--- src/hw/audio_driver_status_agc_regs.vh ---
// Register offsets, field positions, reset values and timing constants of the driver status and gain loop registers.
// Assumes inclusion by bare name from the design files of this block only.
`ifndef AUDIO_DRIVER_STATUS_AGC_REGS_VH
`define AUDIO_DRIVER_STATUS_AGC_REGS_VH

`define DRIVER_POWERDOWN_STATUS_ADDR 8'h25
`define MIC_GAIN_LOOP_CONTROL_ADDR 8'h26
`define CELLULAR_GAIN_LOOP_CONTROL_ADDR 8'h27

`define DRV_FLAGS_MSB 15
`define DRV_FLAGS_LSB 10
`define DRV_FLAGS_RESET 6'h3f
`define DRV_POP_REDUCE_BIT 9
`define DRV_BUZZER_ROUTE_BIT 8
`define DRV_SPEAKER_TWO_DRIVER_ROUTE_BIT 7
`define DRV_SPEAKER_ONE_DRIVER_ROUTE_BIT 6
`define DRV_POP_SEQ_BIT 5
`define DRV_POP_TIME_BIT 4
`define DRV_CONTROL_RESET 1'h0

`define CEILING_MSB 15
`define CEILING_LSB 9
`define CEILING_RESET 7'h7f
`define TO_SILENCE_MSB 8
`define TO_SILENCE_LSB 6
`define TO_NORMAL_MSB 5
`define TO_NORMAL_LSB 3
`define DEBOUNCE_RESET 3'h0

`define CELL_CEILING_LAST_VALID 7'h44
`define CELL_CEILING_LAST_INVALID 7'h5c

`define NOISE_THRESHOLD_TOP_DB 7'h1e
`define NOISE_THRESHOLD_STEP_DB 7'h0a

`define CLOCK_KHZ 125000
`define CLOCK_MHZ 125
`define POP_SHORT_MS 802
`define POP_LONG_MS 4006
`define HALF_MS_US 500

`endif

--- src/hw/audio_driver_status_agc.v ---
// Driver power-down status, pop sequencing and gain loop limit registers of the audio codec.
// Assumes the host serial port logic turns each transfer into one read or write strobe on this clock.
//
// Notes on behaviour
// - Six read-only bits D15..D10 show each output driver powered down; reset 1.
// - Bit D9 at 0 enables headphone pop reduction, 1 disables; reset 0.
// - Bit D8 at 0 routes the buzzer input to the buzzer gain stage; reset 0.
// - Bit D7 at 1 routes speaker two to the buzzer gain stage; reset 0.
// - Bit D6 at 1 routes speaker one to the buzzer gain stage; reset 0.
// - Bit D5 at 0 enables speaker, handset and ground driver pop sequencing; reset 0.
// - Capacitor-coupled pop sequence lasts 802 ms with D4 at 0, 4006 ms at 1.
// - Low reserved bits read zero; software writes only zeros there.
// - Mic gain ceiling field D15..D9, half dB steps from 0 dB; reset all ones.
// - Mic normal-to-silence debounce code at D8..D6 selects 0 to 32 ms.
// - Mic silence-to-normal debounce code at D5..D3 selects 0 to 32 ms.
// - Cellular gain ceiling: -34.5 dB up by half dB, invalid band, 11xxxxx gives 12 dB.
// - Cellular normal-to-silence debounce at D8..D6 is read-only, reset 000.
// - Cellular silence-to-normal debounce at D5..D3 is read-only, reset 000.
// - Shared noise threshold: codes 0 and 1 mean -30 dB, then 10 dB lower each.
`timescale 1ns/10ps
`include "audio_driver_status_agc_regs.vh"

module audio_driver_status_agc #(
  parameter [31:0] POP_SHORT_CYCLES = `POP_SHORT_MS * `CLOCK_KHZ,
  parameter [31:0] POP_LONG_CYCLES = `POP_LONG_MS * `CLOCK_KHZ,
  parameter [31:0] HALF_MS_CYCLES = `HALF_MS_US * `CLOCK_MHZ
) (
  input wire CLOCK_I,
  input wire RST_I,
  input wire [7:0] REG_ADDR_I,
  input wire REG_WRITE_I,
  input wire REG_READ_I,
  input wire [15:0] REG_WDATA_I,
  output reg [15:0] REG_RDATA_O,
  output reg REG_RVALID_O,
  input wire [5:0] DRIVER_OFF_I,
  input wire POP_SEQUENCE_REQUEST_I,
  input wire CAP_COUPLED_MODE_I,
  output wire POP_SEQUENCE_BUSY_O,
  output reg POP_SEQUENCE_DONE_O,
  output wire HEADPHONE_POP_REDUCE_EN_O,
  output wire BUZZER_INPUT_ROUTE_EN_O,
  output wire SPEAKER_TWO_ROUTE_EN_O,
  output wire SPEAKER_ONE_ROUTE_EN_O,
  output wire [6:0] MIC_GAIN_CEILING_O,
  output wire [6:0] CELLULAR_GAIN_CEILING_O,
  output wire CELLULAR_CEILING_INVALID_O,
  output wire CELLULAR_CEILING_TOP_O,
  input wire [2:0] GAIN_LOOP_NOISE_THRESHOLD_I,
  input wire [6:0] MIC_LEVEL_ATTEN_DB_I,
  input wire [6:0] CELLULAR_LEVEL_ATTEN_DB_I,
  output wire [6:0] NOISE_THRESHOLD_ATTEN_DB_O,
  output wire MIC_SILENCE_O,
  output wire CELLULAR_SILENCE_O
);

  // Driver flag order from bit 15 down: speaker one, speaker two, handset,
  // virtual ground, loudspeaker, cellular output.
  reg [5:0] flag_meta;
  reg [5:0] flag_sync;
  reg [5:0] flag_late;
  reg [5:0] driver_off_flags;
  reg headphone_pop_reduce_disable;
  reg buzzer_route_disable;
  reg speaker_two_to_buzzer_route;
  reg speaker_one_to_buzzer_route;
  reg driver_pop_sequence_disable;
  reg pop_sequence_duration_select;
  reg [6:0] mic_gain_ceiling;
  reg [2:0] mic_to_silence_debounce;
  reg [2:0] mic_to_normal_debounce;
  reg [6:0] cellular_gain_ceiling;
  reg [2:0] cellular_to_silence_debounce;
  reg [2:0] cellular_to_normal_debounce;
  reg pop_busy;
  reg [31:0] pop_count;
  reg [31:0] pop_limit;
  reg [31:0] tick_count;
  reg half_ms_tick;
  reg [15:0] next_rdata;
  wire [5:0] speaker_one_off_flag_etc;
  wire [6:0] threshold_db;
  wire [2:0] mic_silence_code;

  // Attenuation below full scale of the shared silence threshold, in dB.
  function [6:0] noise_threshold_db;
    input [2:0] code;
    begin
      if (code <= 3'h1) begin
        noise_threshold_db = `NOISE_THRESHOLD_TOP_DB;
      end else begin
        noise_threshold_db = `NOISE_THRESHOLD_TOP_DB + ({4'h0, code} - 7'h01) * `NOISE_THRESHOLD_STEP_DB;
      end
    end
  endfunction

  assign threshold_db = noise_threshold_db(GAIN_LOOP_NOISE_THRESHOLD_I);
  assign NOISE_THRESHOLD_ATTEN_DB_O = threshold_db;
  assign speaker_one_off_flag_etc = driver_off_flags;

  // The mic normal-to-silence scale has no 16 ms step, so code 110 times out like 101 at 8 ms.
  assign mic_silence_code = (mic_to_silence_debounce == 3'h6) ? 3'h5 : mic_to_silence_debounce;

  // The driver flags come from analog power-down detectors on another timebase.
  // A flag changes only once the second and third stages agree, so a single metastable sample cannot leak in.
  always @(posedge CLOCK_I) begin
    if (RST_I) begin
      flag_meta <= `DRV_FLAGS_RESET;
      flag_sync <= `DRV_FLAGS_RESET;
      flag_late <= `DRV_FLAGS_RESET;
      driver_off_flags <= `DRV_FLAGS_RESET;
    end else begin
      flag_meta <= DRIVER_OFF_I;
      flag_sync <= flag_meta;
      flag_late <= flag_sync;
      driver_off_flags <= (flag_sync & flag_late) | (driver_off_flags & (flag_sync | flag_late));
    end
  end

  // Register writes. Status and cellular debounce fields and reserved bits take no write data.
  always @(posedge CLOCK_I) begin
    if (RST_I) begin
      headphone_pop_reduce_disable <= `DRV_CONTROL_RESET;
      buzzer_route_disable <= `DRV_CONTROL_RESET;
      speaker_two_to_buzzer_route <= `DRV_CONTROL_RESET;
      speaker_one_to_buzzer_route <= `DRV_CONTROL_RESET;
      driver_pop_sequence_disable <= `DRV_CONTROL_RESET;
      pop_sequence_duration_select <= `DRV_CONTROL_RESET;
      mic_gain_ceiling <= `CEILING_RESET;
      mic_to_silence_debounce <= `DEBOUNCE_RESET;
      mic_to_normal_debounce <= `DEBOUNCE_RESET;
      cellular_gain_ceiling <= `CEILING_RESET;
      cellular_to_silence_debounce <= `DEBOUNCE_RESET;
      cellular_to_normal_debounce <= `DEBOUNCE_RESET;
    end else if (REG_WRITE_I) begin
      if (REG_ADDR_I == `DRIVER_POWERDOWN_STATUS_ADDR) begin
        headphone_pop_reduce_disable <= REG_WDATA_I[`DRV_POP_REDUCE_BIT];
        buzzer_route_disable <= REG_WDATA_I[`DRV_BUZZER_ROUTE_BIT];
        speaker_two_to_buzzer_route <= REG_WDATA_I[`DRV_SPEAKER_TWO_DRIVER_ROUTE_BIT];
        speaker_one_to_buzzer_route <= REG_WDATA_I[`DRV_SPEAKER_ONE_DRIVER_ROUTE_BIT];
        driver_pop_sequence_disable <= REG_WDATA_I[`DRV_POP_SEQ_BIT];
        pop_sequence_duration_select <= REG_WDATA_I[`DRV_POP_TIME_BIT];
      end else if (REG_ADDR_I == `MIC_GAIN_LOOP_CONTROL_ADDR) begin
        mic_gain_ceiling <= REG_WDATA_I[`CEILING_MSB:`CEILING_LSB];
        mic_to_silence_debounce <= REG_WDATA_I[`TO_SILENCE_MSB:`TO_SILENCE_LSB];
        mic_to_normal_debounce <= REG_WDATA_I[`TO_NORMAL_MSB:`TO_NORMAL_LSB];
      end else if (REG_ADDR_I == `CELLULAR_GAIN_LOOP_CONTROL_ADDR) begin
        // The debounce fields of this register are read-only and keep their value.
        cellular_gain_ceiling <= REG_WDATA_I[`CEILING_MSB:`CEILING_LSB];
      end
    end
  end

  // Read data; unmapped addresses return zero.
  always @* begin
    next_rdata = 16'h0000;
    if (REG_ADDR_I == `DRIVER_POWERDOWN_STATUS_ADDR) begin
      next_rdata[`DRV_FLAGS_MSB:`DRV_FLAGS_LSB] = speaker_one_off_flag_etc;
      next_rdata[`DRV_POP_REDUCE_BIT] = headphone_pop_reduce_disable;
      next_rdata[`DRV_BUZZER_ROUTE_BIT] = buzzer_route_disable;
      next_rdata[`DRV_SPEAKER_TWO_DRIVER_ROUTE_BIT] = speaker_two_to_buzzer_route;
      next_rdata[`DRV_SPEAKER_ONE_DRIVER_ROUTE_BIT] = speaker_one_to_buzzer_route;
      next_rdata[`DRV_POP_SEQ_BIT] = driver_pop_sequence_disable;
      next_rdata[`DRV_POP_TIME_BIT] = pop_sequence_duration_select;
    end else if (REG_ADDR_I == `MIC_GAIN_LOOP_CONTROL_ADDR) begin
      next_rdata[`CEILING_MSB:`CEILING_LSB] = mic_gain_ceiling;
      next_rdata[`TO_SILENCE_MSB:`TO_SILENCE_LSB] = mic_to_silence_debounce;
      next_rdata[`TO_NORMAL_MSB:`TO_NORMAL_LSB] = mic_to_normal_debounce;
    end else if (REG_ADDR_I == `CELLULAR_GAIN_LOOP_CONTROL_ADDR) begin
      next_rdata[`CEILING_MSB:`CEILING_LSB] = cellular_gain_ceiling;
      next_rdata[`TO_SILENCE_MSB:`TO_SILENCE_LSB] = cellular_to_silence_debounce;
      next_rdata[`TO_NORMAL_MSB:`TO_NORMAL_LSB] = cellular_to_normal_debounce;
    end
  end

  // Reserved low bits are never stored, so they always read back as zero.
  always @(posedge CLOCK_I) begin
    if (RST_I) begin
      REG_RDATA_O <= 16'h0000;
      REG_RVALID_O <= 1'b0;
    end else begin
      REG_RVALID_O <= REG_READ_I;
      if (REG_READ_I) begin
        REG_RDATA_O <= next_rdata;
      end
    end
  end

  assign HEADPHONE_POP_REDUCE_EN_O = !headphone_pop_reduce_disable;
  assign BUZZER_INPUT_ROUTE_EN_O = !buzzer_route_disable;
  assign SPEAKER_TWO_ROUTE_EN_O = speaker_two_to_buzzer_route;
  assign SPEAKER_ONE_ROUTE_EN_O = speaker_one_to_buzzer_route;
  assign MIC_GAIN_CEILING_O = mic_gain_ceiling;

  // Codes above the invalid band all saturate at the 12 dB ceiling.
  assign CELLULAR_GAIN_CEILING_O = cellular_gain_ceiling;
  assign CELLULAR_CEILING_INVALID_O = (cellular_gain_ceiling > `CELL_CEILING_LAST_VALID) &&
                                      (cellular_gain_ceiling <= `CELL_CEILING_LAST_INVALID);
  assign CELLULAR_CEILING_TOP_O = cellular_gain_ceiling > `CELL_CEILING_LAST_INVALID;

  // Pop sequence timer. The duration is latched at the request so a later
  // register write cannot stretch or cut a sequence already under way.
  always @(posedge CLOCK_I) begin
    if (RST_I) begin
      pop_busy <= 1'b0;
      pop_count <= 32'h00000000;
      pop_limit <= 32'h00000000;
      POP_SEQUENCE_DONE_O <= 1'b0;
    end else begin
      POP_SEQUENCE_DONE_O <= 1'b0;
      if (pop_busy) begin
        if (pop_count >= pop_limit - 32'h00000001) begin
          pop_busy <= 1'b0;
          POP_SEQUENCE_DONE_O <= 1'b1;
        end else begin
          pop_count <= pop_count + 32'h00000001;
        end
      end else if (POP_SEQUENCE_REQUEST_I) begin
        if (driver_pop_sequence_disable || !CAP_COUPLED_MODE_I) begin
          POP_SEQUENCE_DONE_O <= 1'b1;
        end else begin
          pop_busy <= 1'b1;
          pop_count <= 32'h00000000;
          pop_limit <= pop_sequence_duration_select ? POP_LONG_CYCLES : POP_SHORT_CYCLES;
        end
      end
    end
  end

  assign POP_SEQUENCE_BUSY_O = pop_busy;

  // Half millisecond enable for the debounce counters.
  always @(posedge CLOCK_I) begin
    if (RST_I) begin
      tick_count <= 32'h00000000;
      half_ms_tick <= 1'b0;
    end else if (tick_count >= HALF_MS_CYCLES - 32'h00000001) begin
      tick_count <= 32'h00000000;
      half_ms_tick <= 1'b1;
    end else begin
      tick_count <= tick_count + 32'h00000001;
      half_ms_tick <= 1'b0;
    end
  end

  gain_loop_silence_debounce mic_silence (
    .clock_i(CLOCK_I),
    .reset_i(RST_I),
    .half_ms_tick_i(half_ms_tick),
    .below_threshold_i(MIC_LEVEL_ATTEN_DB_I > threshold_db),
    .to_silence_code_i(mic_silence_code),
    .to_normal_code_i(mic_to_normal_debounce),
    .silence_o(MIC_SILENCE_O)
  );

  gain_loop_silence_debounce cellular_silence (
    .clock_i(CLOCK_I),
    .reset_i(RST_I),
    .half_ms_tick_i(half_ms_tick),
    .below_threshold_i(CELLULAR_LEVEL_ATTEN_DB_I > threshold_db),
    .to_silence_code_i(cellular_to_silence_debounce),
    .to_normal_code_i(cellular_to_normal_debounce),
    .silence_o(CELLULAR_SILENCE_O)
  );

endmodule

--- src/hw/gain_loop_silence_debounce.v ---
// Silence detector of one gain loop: debounces the below-threshold decision in both directions.
// Assumes a one-cycle tick every half millisecond and level inputs on the same clock.
`timescale 1ns/10ps
`include "audio_driver_status_agc_regs.vh"

module gain_loop_silence_debounce (
  input wire clock_i,
  input wire reset_i,
  input wire half_ms_tick_i,
  input wire below_threshold_i,
  input wire [2:0] to_silence_code_i,
  input wire [2:0] to_normal_code_i,
  output reg silence_o
);

  reg [6:0] count;
  wire [6:0] limit;
  wire changing;

  // Debounce time in half milliseconds: 0, 0.5, 1, 2, 4, 8, 16 and 32 ms.
  function [6:0] debounce_half_ms;
    input [2:0] code;
    begin
      if (code == 3'h0) begin
        debounce_half_ms = 7'h00;
      end else begin
        debounce_half_ms = 7'h01 << (code - 3'h1);
      end
    end
  endfunction

  assign changing = below_threshold_i != silence_o;
  assign limit = silence_o ? debounce_half_ms(to_normal_code_i) : debounce_half_ms(to_silence_code_i);

  always @(posedge clock_i) begin
    if (reset_i) begin
      count <= 7'h00;
      silence_o <= 1'b0;
    end else if (!changing) begin
      count <= 7'h00;
    end else if (count >= limit) begin
      // A zero debounce code flips on the first cycle of the change.
      count <= 7'h00;
      silence_o <= below_threshold_i;
    end else if (half_ms_tick_i) begin
      count <= count + 7'h01;
    end
  end

endmodule

--- config.mk ---
export PLATFORM = sky130hd
export DESIGN_NAME = audio_driver_status_agc
export DESIGN_NICKNAME = d
export VERILOG_FILES = /design/src/hw/audio_driver_status_agc.v /design/src/hw/gain_loop_silence_debounce.v
export VERILOG_INCLUDE_DIRS = /design/src /design/src/hw
export SDC_FILE = /design/constraint.sdc
export NUM_CORES = 1
export LEC_CHECK = 0
export CORE_MARGIN = 1
export CORE_UTILIZATION = 55
export DETAILED_ROUTE_END_ITERATION = 16
export DONT_BUFFER_PORTS = 1
export HOLD_SLACK_MARGIN = 0.08
export PLACE_DENSITY = 0.7
export SYNTH_ARGS = -nofsm -noshare
export SYNTH_HDL_FRONTEND = slang
export SYNTH_SLANG_ARGS = --single-unit
--- constraint.sdc ---
create_clock -name CLOCK_I -period 5 [get_ports CLOCK_I]
set_input_delay 1 -clock CLOCK_I [delete_from_list [all_inputs] [get_ports CLOCK_I]]
set_output_delay 1 -clock CLOCK_I [all_outputs]
set_load 0.03 [all_outputs]
==> impl_metrics.tcl, run 1 <==
set metrics [dict create \
    status "finished clean" \
    yosys_warnings 0 \
    die-area_um2 13690 \
    hold_start "flag_meta[3]$_SDFF_PP1_" \
    cts_max_path_buffers 2 \
    finalSetupViolations 0 \
    cts_hold_buffers 0 \
    worstMarginPinSlew_ns 1.101 \
    critical_path.max_fanout 7 \
    post_cts_buffers 0 \
    worstPathRequired_ns 4.00 \
    worstSkewPairLatency_ns 0.41 \
    peakVddDrop_mv 0.2619 \
    met2_usage_pct 42.25 \
    place_ws_ns 0.4313 \
    end_kind "primary output" \
    worstSetupStartpointType "input pin" \
    cp-startpoint "GAIN_LOOP_NOISE_THRESHOLD_I[0]" \
    die_w_um 117.0 \
    instances_no_fill 1045 \
    final_cell_mix "dfxtp_1, nor2_1, nand2_1" \
    clk_pin_slew_worst_paths_ns 0.06 \
    syn_inst 862 \
    placed_area_um2 7383 \
    met1_usage_pct 29.84 \
    num_rows 41 \
    slew_violations 0 \
    static-leakage-power_nw 3.208 \
    wl_per_cell_um 15.68 \
    setup_slack_ns 0.8295 \
    rr_endpoint "pop_count[21]$_SDFFE_PP0P_" \
    synth_edf_count 0 \
    via_per_inst 5.856 \
    grt_pass1_wl_mm 26.85 \
    ys_types 62 \
    use_met3_pct 8.548 \
    grt_max_degree 81 \
    fin_hold_ws_ns 0.4092 \
    nNetsFinal 981 \
    final_common_cell "dfxtp_1" \
    max_freq_mhz 239.8 \
    dp_hpwl_mm 11.78 \
    cts_root_buffer "clkbuf_16" \
    place_congestion 0.8797 \
    whs_endpoint "flag_sync[3]$_SDFF_PP1_" \
    async_flop_share_pct 0 \
    r2r_start "pop_limit[27]$_SDFFE_PP0P_" \
    num_io_pins 101 \
    synthToLayoutAreaGrowth_pct 10.15 \
    tritoncts "built" \
    grt_pass1_vias 5804 \
    cts_resized 0 \
    gr-max-usage-layer "met2" \
    min_path_type "flip-flop to flip-flop" \
    drt-initial-drc-count 397 \
    crit_type "input pin to primary output" \
    r2r_cells 12 \
    yosysSeqAreaShare_pct 39.37 \
    drc 0 \
    fin_crit_sh_pct 83.41 \
    dp_cells 1015 \
    synth_area_um2 7272 \
    antenna_found_initial 0 \
    n_antenna_cell 0 \
    synth-main-ff-cell "dfxtp_1" \
    drive_above_1_share_pct 6.987 \
    r2r_slack_ns 0.83 \
    core-area_um2 12770 \
    holdPathStages 1 \
    grt.overflow.total 0 \
    rsz0062_at_grt "false" \
    grt.total_usage_pct 25.27 \
    period_minus_slack_ns 4.171 \
    power_mw 2.785 \
    postRouteAntennaNets 0 \
    ys_ff_latch 143 \
    arrival_ns 3.17 \
    portBuffers 0 \
    num_vias 6119 \
    power.density_nw_per_um2 347.6 \
    syn_area_per_cell_um2 8.436 \
    hold_violations 0 \
    numCtsBuffers 17 \
    clock-sinks 143 \
    utilization_pct 62.71 \
    start_util_pct 56.93 \
    slew_headroom_pct 26.62 \
    cts_max_level 4 \
    fp.dieH_um 117.0 \
    maxCapViolCount 0 \
    tns_ns 0 \
    totalWireLength_mm 16.38 \
    finClkSkew_ns 0.007825 \
    drtPass1Iterations 5 \
    fin_area_um2 8010 \
]
## critical path: stages
cell,delay [ns]
inv_1,0.05
ha_1,0.20
ha_1,0.27
inv_1,0.06
ha_1,0.18
ha_1,0.18
inv_1,0.06
fa_1,0.45
a31oi_1,0.19
xnor2_1,0.13
nand2_1,0.14
inv_1,0.27
## area by class of cell
| cell class | instances | area (um2) |
|---|---|---|
| sequential | 143 | 2863 |
| clock inverter | 9 | 156.4 |
| multi-input combinational | 658 | 4133 |
| inverter | 38 | 142.6 |
| tap | 172 | 215.2 |
| timing repair buffer | 4 | 30.03 |
| fill | 1063 | 4763 |
| clock buffer | 21 | 470.5 |
## report_power, final
part / internal (mW) / total (mW) / switching [mW]
sequential: 1.17 / 1.21 / 0.0430
clock: 0.870 / 1.34 / 0.467
combinational: 0.0922 / 0.240 / 0.148
total: 2.13 / 2.78 / 0.657
## how the worst max path moves through the flow
stage / end / cells after the start / slack, ns
floorplan: mic_silence.count[0]$_SDFFE_PP0P_ / 19 / 0.85
global placement: mic_silence.count[6]$_SDFFE_PP0P_ / 18 / 0.54
detailed placement: mic_silence.count[2]$_SDFFE_PP0P_ / 18 / 0.43
CTS: NOISE_THRESHOLD_ATTEN_DB_O[6] / 12 / 0.82
global route: pop_count[2]$_SDFFE_PP0P_ / 11 / 0.51
finish: NOISE_THRESHOLD_ATTEN_DB_O[6] / 12 / 0.83
## flip-flops by register name, indices dropped and copies added (netlist names), 3 cells and up
name / count
CELLULAR_GAIN_CEILING_O: 7
MIC_GAIN_CEILING_O: 7
REG_RDATA_O: 13
driver_off_flags: 6
flag_late: 6
flag_meta: 6
flag_sync: 6
mic_silence.count: 7
mic_to_normal_debounce: 3
mic_to_silence_debounce: 3
pop_count: 32
pop_limit: 3
tick_count: 32
## Yosys cell counts (all sizes together), types with 6 or more instances
master,count,share of area [%]
or2,20,1.7
o31ai,19,2.0
nor2b,9,0.77
inv,37,1.9
o41ai,7,0.95
a211o,7,0.84
nand3b,7,0.72
clkbuf,32,1.7
o21bai,7,0.72
nand3,34,2.3
nand4,16,1.4
and2,6,0.52
nor4,8,0.77
ha,65,11
a211oi,10,1.1
dfxtp,143,39
o21ai,45,3.1
a31oi,23,2.0
nor3,16,1.1
a221oi,7,0.84
and3,16,1.4
xnor2,11,1.3
a21oi,51,3.5
nand2b,8,0.69
nand2,92,4.7
nor2,94,4.9
buf,10,1.2
xor2,14,1.7
## cell families after synthesis
kind of cell	count (synthesis)	synth area share, %
simple gates	339	22.44
compound gates	205	18.48
flops	143	39.37
buf+inv	80	4.783
fa+ha+maj	66	11.46
xor+xnor	25	3.011
mux	3	0.4130
other cells	1	0.05157
## per-layer routing
layer | routed length [um] | part of all wire, %
met3 | 1267 | 7.7
met5 | 0 | 0
met4 | 322 | 2.0
met1 | 7039 | 43
met2 | 7752 | 47
Note: power is estimated with default switching activity, not from simulation.
==> run 2: changes to the inputs <==
==> constraint.sdc (replaced) <==
create_clock -name CLOCK_I -period 4.32 [get_ports CLOCK_I]
set_input_delay 0.864 -clock CLOCK_I [delete_from_list [all_inputs] [get_ports CLOCK_I]]
set_output_delay 0.864 -clock CLOCK_I [all_outputs]
set_load 0.03 [all_outputs]
==> impl_metrics.tcl, run 2 (synthesis results as in run 1) <==
set metrics [dict create \
    hold_start "flag_meta[4]$_SDFF_PP1_" \
    num_rows 41 \
    num_io_pins 101 \
    fp.dieH_um 117.0 \
    wl_per_cell_um 16.07 \
    synthToLayoutAreaGrowth_pct 10.25 \
    placed_area_um2 7421 \
    status "finished clean" \
    crit_type "input pin to primary output" \
    drtPass1Iterations 5 \
    top_regs "pop_count: 32 flops, tick_count: 32 flops, REG_RDATA_O: 13 flops" \
    cts_hold_buffers 0 \
    max_freq_mhz 252.2 \
    drc 0 \
    grt.total_usage_pct 26.03 \
    maxCapViolCount 0 \
    die_w_um 117.0 \
    cts_max_path_buffers 2 \
    cts_max_level 4 \
    rr_endpoint "pop_count[9]$_SDFFE_PP0P_" \
    power.density_nw_per_um2 394.4 \
    grt_max_degree 81 \
    min_path_type "flip-flop to flip-flop" \
    critical_path.max_fanout 7 \
    num_vias 6274 \
    tritoncts "built" \
    r2r_slack_ns 0.51 \
    final_common_cell "dfxtp_1" \
    static-leakage-power_nw 3.219 \
    place_congestion 0.8356 \
    nNetsFinal 986 \
    clock-sinks 143 \
    antenna_found_initial 0 \
    die-area_um2 13690 \
    grt.overflow.total 0 \
    postRouteAntennaNets 0 \
    arrival_ns 3.10 \
    cts_root_buffer "clkbuf_16" \
    dp_hpwl_mm 12.14 \
    numCtsBuffers 17 \
    via_per_inst 5.970 \
    peakVddDrop_mv 0.3080 \
    holdPathStages 1 \
    totalWireLength_mm 16.89 \
    cts_resized 0 \
    r2r_cells 13 \
    n_antenna_cell 0 \
    drive_above_1_share_pct 7.509 \
    worstSetupStartpointType "input pin" \
    start_util_pct 56.93 \
    worstPathRequired_ns 3.46 \
    whs_endpoint "flag_sync[4]$_SDFF_PP1_" \
    r2r_start "pop_limit[26]$_SDFFE_PP0P_" \
    slew_headroom_pct 32.05 \
    core-area_um2 12770 \
    portBuffers 0 \
    end_kind "primary output" \
    hold_violations 0 \
    clk_pin_slew_worst_paths_ns 0.06 \
    grt_pass1_vias 5990 \
    drt-initial-drc-count 477 \
    period_minus_slack_ns 3.965 \
    finClkSkew_ns 0.008416 \
    worstMarginPinSlew_ns 1.019 \
    slew_violations 0 \
    dp_cells 1020 \
    fin_area_um2 8018 \
    finalSetupViolations 0 \
    fin_crit_sh_pct 91.78 \
    final_cell_mix "dfxtp_1, nor2_1, nand2_1" \
    worstSkewPairLatency_ns 0.42 \
    post_cts_buffers 0 \
    grt_pass1_wl_mm 27.57 \
    instances_no_fill 1051 \
    rsz0062_at_grt "false" \
]
## run 2: cell count changes in the layout (fill, tap and decap cells not counted)
cell / before / now
clkinv_2: 1 / 3
buf_4: 4 / 9
clkbuf_8: 3 / 2
bufinv_16: 4 / 3
clkbuf_1: 1 / 2
## run 2: critical path, cell delays in order
cell and delay (ns):
inv_1 0.05, ha_1 0.19, ha_1 0.27, inv_1 0.05, ha_1 0.18, ha_1 0.18
inv_1 0.06, fa_1 0.45, a31oi_1 0.20, xnor2_1 0.14, nand2_1 0.10, buf_4 0.17
inv_1 0.20
## run 2: final cells by class
| type | count | area [um2] |
|---|---|---|
| Sequential cell | 143 | 2863 |
| Clock inverter | 10 | 136.4 |
| Inverter | 38 | 142.6 |
| Multi-Input combinational cell | 658 | 4133 |
| Timing Repair Buffer | 9 | 67.56 |
| Clock buffer | 21 | 460.4 |
| Tap cell | 172 | 215.2 |
| Fill cell | 1076 | 4756 |
## run 2: power breakdown
part | internal [mW] | total [mW] | switching, mW | leakage, nW
Clock | 0.933 | 1.48 | 0.544 | 0.285
Sequential | 1.35 | 1.40 | 0.0464 | 1.17
Combinational | 0.113 | 0.290 | 0.177 | 1.77
## run 2: stage by stage
stage	util, %	power [mW]	worst slack [ns]	setup TNS, ns	hold WS, ns
floorplan	-	1.661	0.3017	0	0.3895
global placement	58.10	1.696	0.05606	0	0.3984
detailed placement	58.10	1.711	-0.03080	-0.1201	0.3923
CTS	62.77	3.177	0.3469	0	0.4061
global route	62.77	3.270	0.1346	0	0.4234
finish	62.77	3.162	0.3550	0	0.4061
## run 2: how the worst max path moves through the flow
stage,cells past startpoint,slack (ns),to,from
after CTS,13,0.35,NOISE_THRESHOLD_ATTEN_DB_O[6],GAIN_LOOP_NOISE_THRESHOLD_I[0]
after floorplan,19,0.30,mic_silence.count[0]$_SDFFE_PP0P_,GAIN_LOOP_NOISE_THRESHOLD_I[0]
after global routing,18,0.13,mic_silence.count[4]$_SDFFE_PP0P_,GAIN_LOOP_NOISE_THRESHOLD_I[0]
after detailed placement,18,-0.03,mic_silence.count[2]$_SDFFE_PP0P_,GAIN_LOOP_NOISE_THRESHOLD_I[0]
after global placement,18,0.06,mic_silence.count[6]$_SDFFE_PP0P_,GAIN_LOOP_NOISE_THRESHOLD_I[0]
final,13,0.36,NOISE_THRESHOLD_ATTEN_DB_O[6],GAIN_LOOP_NOISE_THRESHOLD_I[0]
## run 2: routing by layer
metal	GRT usage [%]	wire, um	vias to the layer above
li1	-	-	3063
met4	11.14	250	0
met2	44.58	8154	214
met1	30.45	7229	2970
met3	7.467	1251	27
met5	0	0	-
